File: src/lnr_pkg.sv
package lnr_pkg;
	// Direct special-register addresses
	localparam logic [7:0] LNR_SFR_CONFIG = 8'hC9;
	localparam logic [7:0] LNR_SFR_WINDOW = 8'hD2;
	localparam logic [7:0] LNR_SFR_POINTER = 8'hD3;
	// Core register indices reached through the window
	localparam logic [7:0] LNR_IDX_PAYLOAD_LAST = 8'h07;
	localparam logic [7:0] LNR_IDX_CONTROL = 8'h08;
	localparam logic [7:0] LNR_IDX_STATUS = 8'h09;
	localparam logic [7:0] LNR_IDX_FAULT = 8'h0A;
	localparam logic [7:0] LNR_IDX_LENGTH = 8'h0B;
	localparam logic [7:0] LNR_IDX_DIVIDER = 8'h0C;
	localparam logic [7:0] LNR_IDX_SCALING = 8'h0D;
	localparam logic [7:0] LNR_IDX_IDENT = 8'h0E;
	// Configuration bit positions and reset value
	localparam int LNR_CFG_ON = 7;
	localparam int LNR_CFG_MASTER = 6;
	localparam int LNR_CFG_AUTO = 5;
	localparam logic [7:0] LNR_CFG_RESET = 8'h60;
	// Control bit positions
	localparam int LNR_CTL_STOP = 7;
	localparam int LNR_CTL_SLEEP = 6;
	localparam int LNR_CTL_DIR = 5;
	localparam int LNR_CTL_ACK = 4;
	localparam int LNR_CTL_CLRIRQ = 3;
	localparam int LNR_CTL_CLRERR = 2;
	localparam int LNR_CTL_WAKE = 1;
	localparam int LNR_CTL_START = 0;
	// Status bit positions
	localparam int LNR_ST_ACTIVE = 7;
	localparam int LNR_ST_IDLE = 6;
	localparam int LNR_ST_ABORT = 5;
	localparam int LNR_ST_DREQ = 4;
	localparam int LNR_ST_IRQ = 3;
	localparam int LNR_ST_ERROR = 2;
	localparam int LNR_ST_WAKEUP = 1;
	localparam int LNR_ST_DONE = 0;
	// Masks of implemented bits, slave-only fault bits and readable control bits
	localparam logic [7:0] LNR_FAULT_MASK = 8'h1F;
	localparam logic [7:0] LNR_FAULT_SLAVE_MASK = 8'h18;
	localparam logic [7:0] LNR_LENGTH_MASK = 8'h8F;
	localparam logic [7:0] LNR_IDENT_MASK = 8'h3F;
	localparam logic [7:0] LNR_CTL_KEEP_MASK = 8'h73;
	// Payload length codes
	localparam logic [3:0] LNR_LEN_MAX = 4'h8;
	localparam logic [3:0] LNR_LEN_FROM_ID = 4'hF;
	// Reset values of divider registers (no documented reset, plain default)
	localparam logic [7:0] LNR_DIV_RESET = 8'hFF;
	localparam logic [7:0] LNR_MUL_RESET = 8'hFF;
	// Bus idle timeout
	localparam longint LNR_IDLE_MS = 4000;
	localparam longint LNR_CLK_HZ = 100000000;
	localparam longint LNR_IDLE_CYC = (LNR_IDLE_MS * LNR_CLK_HZ) / 1000;

	// Events from the frame engine
	typedef struct packed {
		logic frame_start;
		logic frame_done;
		logic break_seen;
		logic break_interrupts;
		logic id_received;
		logic wake_sent;
		logic wake_seen;
		logic bus_busy;
		logic [4:0] faults;
	} lnr_evt_s;

	// Settings steering the frame engine
	typedef struct packed {
		logic enabled;
		logic master;
		logic auto_rate;
		logic direction;
		logic enhanced_sum;
		logic [3:0] byte_count;
		logic [8:0] divider;
		logic [4:0] multiplier;
		logic [1:0] prescaler;
		logic [5:0] ident;
	} lnr_cfg_s;

	typedef enum logic [1:0] {
		LNR_IDLE = 2'b00,
		LNR_BUSY = 2'b01,
		LNR_HALT = 2'b11
	} lnr_state_e;
endpackage : lnr_pkg

File: src/lnr_node.sv
`timescale 1ns/1ps
// Behaviour
// RQ1: Eight-bit pointer selects core register.
// RQ2: Window reads/writes the pointed core register.
// RQ3: Config bit 7 enables interface.
// RQ4: Config bit 6 selects master, resets master.
// RQ5: Config bit 5 auto rate, slave only.
// RQ6: Fifteen core registers at 0x00-0x0E.
// RQ7: Slave-only bits work only in slave.
// RQ8: Stop bit halts until next break.
// RQ9: Sleep bit sleeps; clearing wakes node.
// RQ10: Direction bit: transmit or receive payload.
// RQ11: Acknowledge bit written, hardware clears.
// RQ12: Clear bits drop irq or error flags.
// RQ13: Wake bit sends wakeup, self-clears.
// RQ14: Start bit runs frame, clears on end.
// RQ15: Software loads frame before starting.
// RQ16: Activity bit; idle flag after four seconds.
// RQ17: Abort flag on early break or stop.
// RQ18: Done clears at start; wakeup flag.
// RQ19: Four fault flags, two slave only; code implements five (mask 0x1F), two slave only (0x18).
// RQ20: Timeout fault on missing response or ack.
// RQ21: Length bit 7 selects enhanced checksum.
// RQ22: Length code 0-8, reserved, or from identifier.
// RQ23: Divider programmed between 200 and 511.
// RQ24: Multiplier used only in master.
// RQ25: Slave payload access only during request.
// RQ26: Single clock, reset values, unused bits zero.
module lnr_node
	import lnr_pkg::*;
#(
	parameter longint IDLE_CYCLES = LNR_IDLE_CYC
) (
	input wire logic i_core_clk,
	input wire logic i_nrst,
	input wire logic [7:0] i_sfr_addr,
	input wire logic i_sfr_wr,
	input wire logic i_sfr_rd,
	input wire logic [7:0] i_sfr_wdata,
	output logic [7:0] o_sfr_rdata,
	input wire lnr_evt_s i_evt,
	output lnr_cfg_s o_cfg,
	output logic [63:0] o_payload,
	input wire logic [63:0] i_rx_payload,
	input wire logic i_rx_load,
	output logic o_start_pulse,
	output logic o_wake_pulse,
	output logic o_ack_pulse,
	output logic o_halt,
	output logic o_sleep,
	output logic o_irq
);
	logic [7:0] ptr_ff;
	logic [7:0] cfg_ff;
	logic [7:0] payload_ff [8];
	logic [7:0] ctl_ff;
	logic [7:0] status_ff;
	logic [7:0] fault_ff;
	logic [7:0] length_ff;
	logic [7:0] div_ff;
	logic [7:0] mul_ff;
	logic [7:0] ident_ff;
	logic [31:0] idle_cnt_ff;
	lnr_state_e state_ff;
	logic [7:0] rdata_ff;
	logic is_master;
	logic is_slave;
	logic win_wr;
	logic buf_open;
	logic [7:0] ctl_w;
	logic [4:0] faults_eff;
	logic [3:0] nxt_count;

	assign is_master = cfg_ff[LNR_CFG_MASTER]; // RQ4
	assign is_slave = ~is_master;
	// Window write targets the core register the pointer names
	assign win_wr = i_sfr_wr && (i_sfr_addr == LNR_SFR_WINDOW) && cfg_ff[LNR_CFG_ON]; // RQ2 RQ3
	assign ctl_w = (win_wr && ptr_ff == LNR_IDX_CONTROL) ? i_sfr_wdata : 8'h00;
	// Slave may touch payload and identifier only while a request waits on a quiet bus
	assign buf_open = is_master || (status_ff[LNR_ST_DREQ] && !status_ff[LNR_ST_ACTIVE]); // RQ25
	// Slave-only fault bits are masked in master
	assign faults_eff = i_evt.faults & (is_slave ? 5'h1F : LNR_FAULT_MASK[4:0] & ~LNR_FAULT_SLAVE_MASK[4:0]); // RQ19 RQ7

	// Pointer register
	always_ff @(posedge i_core_clk or negedge i_nrst) begin
		if (!i_nrst) begin
			ptr_ff <= 8'h00;
		end else if (i_sfr_wr && i_sfr_addr == LNR_SFR_POINTER) begin
			ptr_ff <= i_sfr_wdata; // RQ1
		end
	end

	// Direct configuration; low bits not implemented
	always_ff @(posedge i_core_clk or negedge i_nrst) begin
		if (!i_nrst) begin
			cfg_ff <= LNR_CFG_RESET; // RQ26
		end else if (i_sfr_wr && i_sfr_addr == LNR_SFR_CONFIG) begin
			cfg_ff <= i_sfr_wdata & 8'hE0; // RQ3 RQ4 RQ5
		end
	end

	// Payload buffer; received data loads from the frame engine
	for (genvar g = 0; g < 8; g++) begin : g_payload
		always_ff @(posedge i_core_clk or negedge i_nrst) begin
			if (!i_nrst) begin
				payload_ff[g] <= 8'h00;
			end else if (i_rx_load) begin
				payload_ff[g] <= i_rx_payload[g*8 +: 8];
			end else if (win_wr && ptr_ff == 8'(g) && buf_open) begin
				payload_ff[g] <= i_sfr_wdata; // RQ6 RQ25
			end
		end
		assign o_payload[g*8 +: 8] = payload_ff[g];
	end

	// Control: strobes and self-clearing requests
	always_ff @(posedge i_core_clk or negedge i_nrst) begin
		if (!i_nrst) begin
			ctl_ff <= 8'h00;
		end else begin
			// Kept bits: sleep and direction; sleep only writable in slave
			if (win_wr && ptr_ff == LNR_IDX_CONTROL) begin
				ctl_ff[LNR_CTL_DIR] <= ctl_w[LNR_CTL_DIR]; // RQ10
				ctl_ff[LNR_CTL_SLEEP] <= ctl_w[LNR_CTL_SLEEP] & is_slave; // RQ9
			end
			// Start held until frame ends or fault
			if (ctl_w[LNR_CTL_START] && is_master && !status_ff[LNR_ST_ERROR]) begin
				ctl_ff[LNR_CTL_START] <= 1'b1; // RQ14
			end else if (i_evt.frame_done || |faults_eff) begin
				ctl_ff[LNR_CTL_START] <= 1'b0; // RQ14
			end
			// Wake request cleared once the wakeup has gone out
			if (ctl_w[LNR_CTL_WAKE] && !status_ff[LNR_ST_ERROR]) begin
				ctl_ff[LNR_CTL_WAKE] <= 1'b1; // RQ13
			end else if (i_evt.wake_sent) begin
				ctl_ff[LNR_CTL_WAKE] <= 1'b0; // RQ13
			end
			// Acknowledge taken by the controller in the next cycle
			ctl_ff[LNR_CTL_ACK] <= ctl_w[LNR_CTL_ACK] & is_slave; // RQ11
		end
	end

	assign o_start_pulse = ctl_ff[LNR_CTL_START] && state_ff == LNR_IDLE;
	assign o_wake_pulse = ctl_ff[LNR_CTL_WAKE];
	assign o_ack_pulse = ctl_ff[LNR_CTL_ACK]; // RQ11
	assign o_sleep = ctl_ff[LNR_CTL_SLEEP]; // RQ9
	assign o_halt = state_ff == LNR_HALT; // RQ8

	// Frame sequencing; halt lasts until the next break
	always_ff @(posedge i_core_clk or negedge i_nrst) begin
		if (!i_nrst) begin
			state_ff <= LNR_IDLE;
		end else if (ctl_w[LNR_CTL_STOP] && is_slave) begin
			state_ff <= LNR_HALT; // RQ8
		end else begin
			case (state_ff)
				LNR_IDLE: begin
					if (i_evt.frame_start || o_start_pulse) begin
						state_ff <= LNR_BUSY;
					end
				end
				LNR_BUSY: begin
					if (i_evt.frame_done || |faults_eff) begin
						state_ff <= LNR_IDLE;
					end
				end
				LNR_HALT: begin
					if (i_evt.break_seen) begin
						state_ff <= LNR_IDLE; // RQ8
					end
				end
				default: begin
					state_ff <= LNR_IDLE;
				end
			endcase
		end
	end

	// Fault flags; a new fault beats a clear in the same cycle
	always_ff @(posedge i_core_clk or negedge i_nrst) begin
		if (!i_nrst) begin
			fault_ff <= 8'h00;
		end else begin
			fault_ff <= ((ctl_w[LNR_CTL_CLRERR] ? 8'h00 : fault_ff) | {3'b000, faults_eff}) & LNR_FAULT_MASK; // RQ12 RQ19 RQ20
		end
	end

	// Bus idle counter; slave only, and not while asleep
	always_ff @(posedge i_core_clk or negedge i_nrst) begin
		if (!i_nrst) begin
			idle_cnt_ff <= 32'h0;
		end else if (i_evt.bus_busy || !is_slave || o_sleep || !cfg_ff[LNR_CFG_ON]) begin
			idle_cnt_ff <= 32'h0;
		end else if (idle_cnt_ff != 32'(IDLE_CYCLES)) begin
			idle_cnt_ff <= idle_cnt_ff + 32'h1; // RQ16
		end
	end

	// Status flags
	always_ff @(posedge i_core_clk or negedge i_nrst) begin
		if (!i_nrst) begin
			status_ff <= 8'h00;
		end else begin
			status_ff[LNR_ST_ACTIVE] <= i_evt.bus_busy; // RQ16
			status_ff[LNR_ST_IDLE] <= is_slave && !o_sleep && idle_cnt_ff == 32'(IDLE_CYCLES); // RQ16
			// Abort set in slave by early break or stop (cleared by them in master), cleared by a clean break
			if ((i_evt.break_seen && i_evt.break_interrupts) || ctl_w[LNR_CTL_STOP]) begin
				status_ff[LNR_ST_ABORT] <= is_slave; // RQ17
			end else if (i_evt.break_seen) begin
				status_ff[LNR_ST_ABORT] <= 1'b0; // RQ17
			end
			if (i_evt.id_received && is_slave) begin
				status_ff[LNR_ST_DREQ] <= 1'b1;
			end else if (ctl_w[LNR_CTL_ACK] || ctl_w[LNR_CTL_STOP]) begin
				status_ff[LNR_ST_DREQ] <= 1'b0; // RQ11
			end
			// Pending interrupt: set wins over the clear strobe
			if (i_evt.frame_done || i_evt.id_received || |faults_eff || i_evt.wake_seen) begin
				status_ff[LNR_ST_IRQ] <= 1'b1;
			end else if (ctl_w[LNR_CTL_CLRIRQ]) begin
				status_ff[LNR_ST_IRQ] <= 1'b0; // RQ12
			end
			if (|faults_eff) begin
				status_ff[LNR_ST_ERROR] <= 1'b1;
			end else if (ctl_w[LNR_CTL_CLRERR]) begin
				status_ff[LNR_ST_ERROR] <= 1'b0; // RQ12
			end
			if (i_evt.wake_seen || ctl_ff[LNR_CTL_WAKE]) begin
				status_ff[LNR_ST_WAKEUP] <= 1'b1; // RQ18
			end else if (i_evt.frame_start) begin
				status_ff[LNR_ST_WAKEUP] <= 1'b0;
			end
			if (i_evt.frame_done || i_evt.wake_seen) begin
				status_ff[LNR_ST_DONE] <= 1'b1; // RQ18
			end else if (i_evt.frame_start || o_start_pulse) begin
				status_ff[LNR_ST_DONE] <= 1'b0; // RQ18
			end
		end
	end

	assign o_irq = status_ff[LNR_ST_IRQ];

	// Length, rate and identifier registers
	always_ff @(posedge i_core_clk or negedge i_nrst) begin
		if (!i_nrst) begin
			length_ff <= 8'h00;
			div_ff <= LNR_DIV_RESET;
			mul_ff <= LNR_MUL_RESET;
			ident_ff <= 8'h00;
		end else if (win_wr) begin
			case (ptr_ff)
				LNR_IDX_LENGTH: length_ff <= i_sfr_wdata & LNR_LENGTH_MASK; // RQ21 RQ22 RQ26
				LNR_IDX_DIVIDER: div_ff <= i_sfr_wdata; // RQ23
				LNR_IDX_SCALING: mul_ff <= i_sfr_wdata;
				LNR_IDX_IDENT: begin
					if (buf_open) begin
						ident_ff <= i_sfr_wdata & LNR_IDENT_MASK; // RQ25
					end
				end
				default: begin
				end
			endcase
		end
	end

	// Effective byte count; identifier bits 5:4 give 2, 2, 4 or 8
	always_comb begin
		nxt_count = 4'h0;
		if (length_ff[3:0] <= LNR_LEN_MAX) begin
			nxt_count = length_ff[3:0]; // RQ22
		end else if (length_ff[3:0] == LNR_LEN_FROM_ID) begin
			case (ident_ff[5:4])
				2'b10: nxt_count = 4'h4;
				2'b11: nxt_count = 4'h8;
				default: nxt_count = 4'h2;
			endcase
		end
	end

	// Settings presented to the frame engine
	always_comb begin
		o_cfg.enabled = cfg_ff[LNR_CFG_ON]; // RQ3
		o_cfg.master = is_master;
		o_cfg.auto_rate = cfg_ff[LNR_CFG_AUTO] & is_slave; // RQ5
		o_cfg.direction = ctl_ff[LNR_CTL_DIR]; // RQ10
		o_cfg.enhanced_sum = length_ff[7]; // RQ21
		o_cfg.byte_count = nxt_count;
		o_cfg.divider = {mul_ff[0], div_ff};
		o_cfg.multiplier = is_master ? mul_ff[5:1] : 5'h00; // RQ24
		o_cfg.prescaler = mul_ff[7:6];
		o_cfg.ident = ident_ff[5:0];
	end

	// Read data: strobes read zero; locked buffer reads zero in slave
	always_ff @(posedge i_core_clk or negedge i_nrst) begin
		if (!i_nrst) begin
			rdata_ff <= 8'h00;
		end else if (i_sfr_rd) begin
			case (i_sfr_addr)
				LNR_SFR_POINTER: rdata_ff <= ptr_ff;
				LNR_SFR_CONFIG: rdata_ff <= cfg_ff;
				LNR_SFR_WINDOW: begin
					if (ptr_ff <= LNR_IDX_PAYLOAD_LAST) begin
						rdata_ff <= buf_open ? payload_ff[ptr_ff[2:0]] : 8'h00; // RQ2 RQ25
					end else begin
						case (ptr_ff)
							LNR_IDX_CONTROL: rdata_ff <= ctl_ff & LNR_CTL_KEEP_MASK; // RQ8 RQ12
							LNR_IDX_STATUS: rdata_ff <= status_ff;
							LNR_IDX_FAULT: rdata_ff <= fault_ff;
							LNR_IDX_LENGTH: rdata_ff <= length_ff;
							LNR_IDX_DIVIDER: rdata_ff <= div_ff;
							LNR_IDX_SCALING: rdata_ff <= mul_ff;
							LNR_IDX_IDENT: rdata_ff <= buf_open ? ident_ff : 8'h00;
							default: rdata_ff <= 8'h00; // RQ6
						endcase
					end
				end
				default: rdata_ff <= 8'h00;
			endcase
		end
	end

	assign o_sfr_rdata = rdata_ff;
endmodule : lnr_node

File: config.mk
export PLATFORM = sky130hd
export DESIGN_NAME = lnr_node
export DESIGN_NICKNAME = d
export VERILOG_FILES = /design/src/lnr_pkg.sv /design/src/lnr_node.sv
export SDC_FILE = /design/constraint.sdc
export NUM_CORES = 1
export LEC_CHECK = 0
export BUFFER_PORTS_ARGS = -buffer_cell sky130_fd_sc_hd__buf_2
export CORE_MARGIN = 2
export CORE_UTILIZATION = 45
export DETAILED_ROUTE_END_ITERATION = 7
export MAX_ROUTING_LAYER = met4
export PLACE_DENSITY = 0.69
export SLEW_MARGIN = 40
export SYNTH_ARGS = -nofsm -noshare
export SYNTH_HDL_FRONTEND = slang
export SYNTH_SLANG_ARGS = --single-unit
File: constraint.sdc
create_clock -name i_core_clk -period 5.3 [get_ports i_core_clk]
set_input_delay 0.265 -clock i_core_clk [delete_from_list [all_inputs] [get_ports i_core_clk]]
set_output_delay 0.265 -clock i_core_clk [all_outputs]
set_load 0.02 [all_outputs]
==> flow_summary.yaml <==
global_route:
  maximum_number_of_pins_on_one_net_before_global_route_repair: 129
  grt_antenna_before_repair: 0
  grt_pass1_wl_um: 40600
  globalRoute.totalOverflow: 0
  groute.usage.overall: 0.272
  first_global_vias: 6999
clocking:
  clkTransAtPathRegs_ns: 0.07
  cts.repair.resized: 0
  cts-root-buf: "sky130_fd_sc_hd__clkbuf_16"
  clkLatencyLatePin_ns: 0.43
  cts_htree_levels: 4
  cts_made_buffers: 17
  tritoncts: "built"
  clockBufferDepth: 2
  cts_num_sinks: 162
die:
  die_w_um: 143
  die_span_in_y_um: 143
  coreArea_mm2: 0.0188
  ioPinCount: 207
  die_area_mm2: 0.0204
  initial_core_util: 0.461
  core.rowCount: 50
logic_synthesis:
  seq_area_frac_synth: 0.471
  synth-main-ff-cell: "sky130_fd_sc_hd__dfrtp_1"
  synth_cell_types: 62
  avgSynthCellArea_um2: 10.5
  synthMostInstantiatedCell: "sky130_fd_sc_hd__dfrtp_1"
  synth.top_cells.by_count: "144 x sky130_fd_sc_hd__dfrtp_1, 94 x sky130_fd_sc_hd__nand2_1, 77 x sky130_fd_sc_hd__mux2i_1"
  netlist_top_cells_area: "sky130_fd_sc_hd__dfrtp_1 42%, sky130_fd_sc_hd__mux2i_1 8.9%, sky130_fd_sc_hd__dfstp_2 5.5%, sky130_fd_sc_hd__mux2_2 4.9%, sky130_fd_sc_hd__mux4_2 4.7%"
  yosysWarningCount: 0
  async_set_or_reset_register_ratio_after_synthesis: 1.00
  post_synth_edffs: 0
  synth_seq_cells: 162
  netlist_area_mm2: 0.00866
  synthesis.instances: 822
  mappedNetlistNets: 922
  yosysTopAreaCellShare: 0.416
  synth.largest_area_cell: "sky130_fd_sc_hd__dfrtp_1"
outcome:
  run_status: "complete, no violations"
timing:
  final.period_utilization: 0.543
  max_clock_freq_mhz: 347
  finalHoldViolCount: 0
  fin_crit_ns: 2.88
  timing_worst_slew_pin_value_ns: 0.874
  timing.setup.tns_ns: 0
  rsz0062_at_grt: "no"
  finalSetupViolCount: 0
  worst_slew_slack_as_a_fraction_of_its_limit: 0.413
  skew_ns: 0.0155
  report.final.slew_viol_count: 0
placed_design:
  placement.cell_area_mm2: 0.00979
  place.gp.congestion: 0.912
  dp.final_hpwl_um: 18800
  numPortBuffers: 206
worst_setup_path:
  worstSetupEndpointType: "register"
  crit_path_max_fanout: 19
  worst_setup_path_start_kind: "register"
  cp_top_family: "simple AND/OR/NAND/NOR gates"
  crit_path_top_delay_cell: "sky130_fd_sc_hd__dfrtp_1"
  timing.critical_path.from: "ptr_ff[2]"
  critPathMaxStageDelay_ns: 0.73
  rr_startpoint: "ptr_ff[2]"
  path_class: "register to register"
  timing.critical_path.cells: "buf_4, and3b_1, o21a_1, nand4_1, mux2i_1, o21ai_0"
  crit_arrival_ns: 3.15
  worst_ep_required_time_ns: 5.57
  critical_path.n_buffers_inverters: 1
layout:
  num-nets-final: 1095
  drive_above_1_share: 0.331
  finalInstanceArea_mm2: 0.0104
  antenna-diode-count: 0
  final_core_utilization: 0.555
  synthToLayoutAreaGrowth_pct: 20.3
detailed_routing:
  avgRoutedWirePerCell_um: 21.2
  routed_wirelength_um: 26300
  dr.max_layer_used: "met4"
  antenna_violating_nets_post_route: 0
  detail_route.drc_violations: 0
  dr.first_iter.drc_count: 598
  detailroute.wirelength.met2_um: 12700
  met3RoutedLength_um: 1670
  vias_per_cell: 5.83
  drt-pass1-iter-count: 5
  met1_length_um: 11300
  route.vias.total: 7247
pwr:
  power.share.switching: 0.273
  ir_worst_vdd_uv: 188
  power_frac_seq: 0.450
  pwr_dens_mw_per_mm2: 288
  p_total_mw: 3.00
  power.switching_uw: 821
  static-leakage-power_nw: 4.77
  power_report.internal_total_mw: 2.18
  part_of_the_total_power_dissipated_in_combinational_logic: 0.130
  pwr-share-clk: 0.421
min_path:
  hold_path_class: "input port to register"
  hp-start: "i_evt[2]"
run:
  timing.max_cap.violations: 0
-- cell type report --
type | instances | area, µm²
fill | 1698 | 8350
timing repair buffer | 215 | 1120
inverter | 14 | 52.6
tap | 234 | 293
multi-input combinational | 585 | 4260
sequential | 162 | 4080
clock buffer | 21 | 480
clock inverter | 11 | 126
-- logic make-up after synthesis --
logic type               synth area share
multiplexers                        0.189
flip-flops                          0.471
buffers and inverters              0.0376
XOR/XNOR                           0.0283
adder cells (fa/ha/maj)           0.00289
AO/OA/AOI/OAI                      0.0978
AND/OR/NAND/NOR                     0.173
-- repair_timing --
action / CTS / global route
hold buffers: 2 / 0
hold endpoints to repair: 51 / 0
setup buffers: 0 / 0
-- registers in the layout, summed over array words and instances, names as in the netlist, 2 cells and up --
register / cells
cfg_ff: 3
div_ff: 8
fault_ff: 5
ident_ff: 6
idle_cnt_ff: 32
length_ff: 5
mul_ff: 8
o_payload: 64
o_sfr_rdata: 8
ptr_ff: 8
state_ff: 2
status_ff: 8
-- per-stage QoR --
step	std cells	hold slack [ns]	worst slack (ns)
finish	1242	0.0336	2.42
global placement	1207	0.249	2.58
detailed placement	1208	0.258	2.51
floorplan	822	-0.0306	3.22
CTS	1242	0.0195	2.49
global route	1242	0.0142	2.23
-- power groups by stage --
stage	Combinational [mW]	Clock (mW)	Sequential, mW
finish	0.389	1.26	1.35
global route	0.421	1.33	1.36
CTS	0.389	1.28	1.35
floorplan	0.172	0	1.40
global placement	0.382	0	1.37
detailed placement	0.387	0	1.37
-- layer usage --
layer  track usage  up-vias
met4        0.0818        0
met5             -        -
met3        0.0617       48
li1              -     3311
met2         0.425      268
met1         0.357     3620
-- worst paths after layout --
check	endpoint	slack, ns	cells after the start
max reg2reg	o_payload[50]	2.42	6
min in group asynchronous	o_payload[63]	0.36	2
max	o_payload[50]	2.42	6
max in group asynchronous	ptr_ff[0]	3.86	3
min reg2reg	fault_ff[0]	0.49	1
min	fault_ff[2]	0.03	2
-- cell usage in the layout, fill, tap and decap left out, types with 4 or more instances in the layout --
| master | count |
|---|---|
| sky130_fd_sc_hd__buf_2 | 204 |
| sky130_fd_sc_hd__dfrtp_1 | 143 |
| sky130_fd_sc_hd__nand2_1 | 94 |
| sky130_fd_sc_hd__mux2i_1 | 77 |
| sky130_fd_sc_hd__o21ai_1 | 56 |
| sky130_fd_sc_hd__nor2_1 | 54 |
| sky130_fd_sc_hd__mux2_2 | 38 |
| sky130_fd_sc_hd__o21ai_0 | 24 |
| sky130_fd_sc_hd__nand4_1 | 20 |
| sky130_fd_sc_hd__nand3_1 | 18 |
| sky130_fd_sc_hd__mux4_2 | 18 |
| sky130_fd_sc_hd__dfstp_2 | 18 |
| sky130_fd_sc_hd__clkbuf_16 | 17 |
| sky130_fd_sc_hd__xnor2_1 | 15 |
| sky130_fd_sc_hd__inv_1 | 14 |
| sky130_fd_sc_hd__xor2_1 | 13 |
| sky130_fd_sc_hd__nor2b_1 | 12 |
| sky130_fd_sc_hd__nor3_1 | 12 |
| sky130_fd_sc_hd__nor4_1 | 10 |
| sky130_fd_sc_hd__and2_1 | 9 |
| sky130_fd_sc_hd__a22oi_1 | 7 |
| sky130_fd_sc_hd__a21oi_1 | 6 |
| sky130_fd_sc_hd__a22o_1 | 6 |
| sky130_fd_sc_hd__a31oi_1 | 6 |
| sky130_fd_sc_hd__buf_4 | 6 |
| sky130_fd_sc_hd__or4_1 | 5 |
| sky130_fd_sc_hd__o31ai_1 | 5 |
| sky130_fd_sc_hd__or3_1 | 5 |
| sky130_fd_sc_hd__a21o_1 | 5 |
| sky130_fd_sc_hd__and3_1 | 5 |
| sky130_fd_sc_hd__clkbuf_8 | 5 |
| sky130_fd_sc_hd__nor4_4 | 4 |
| sky130_fd_sc_hd__a221oi_1 | 4 |
| sky130_fd_sc_hd__nand3b_1 | 4 |
| sky130_fd_sc_hd__and3b_1 | 4 |
| sky130_fd_sc_hd__nor4b_1 | 4 |
Note: power is estimated with default switching activity, not from simulation.
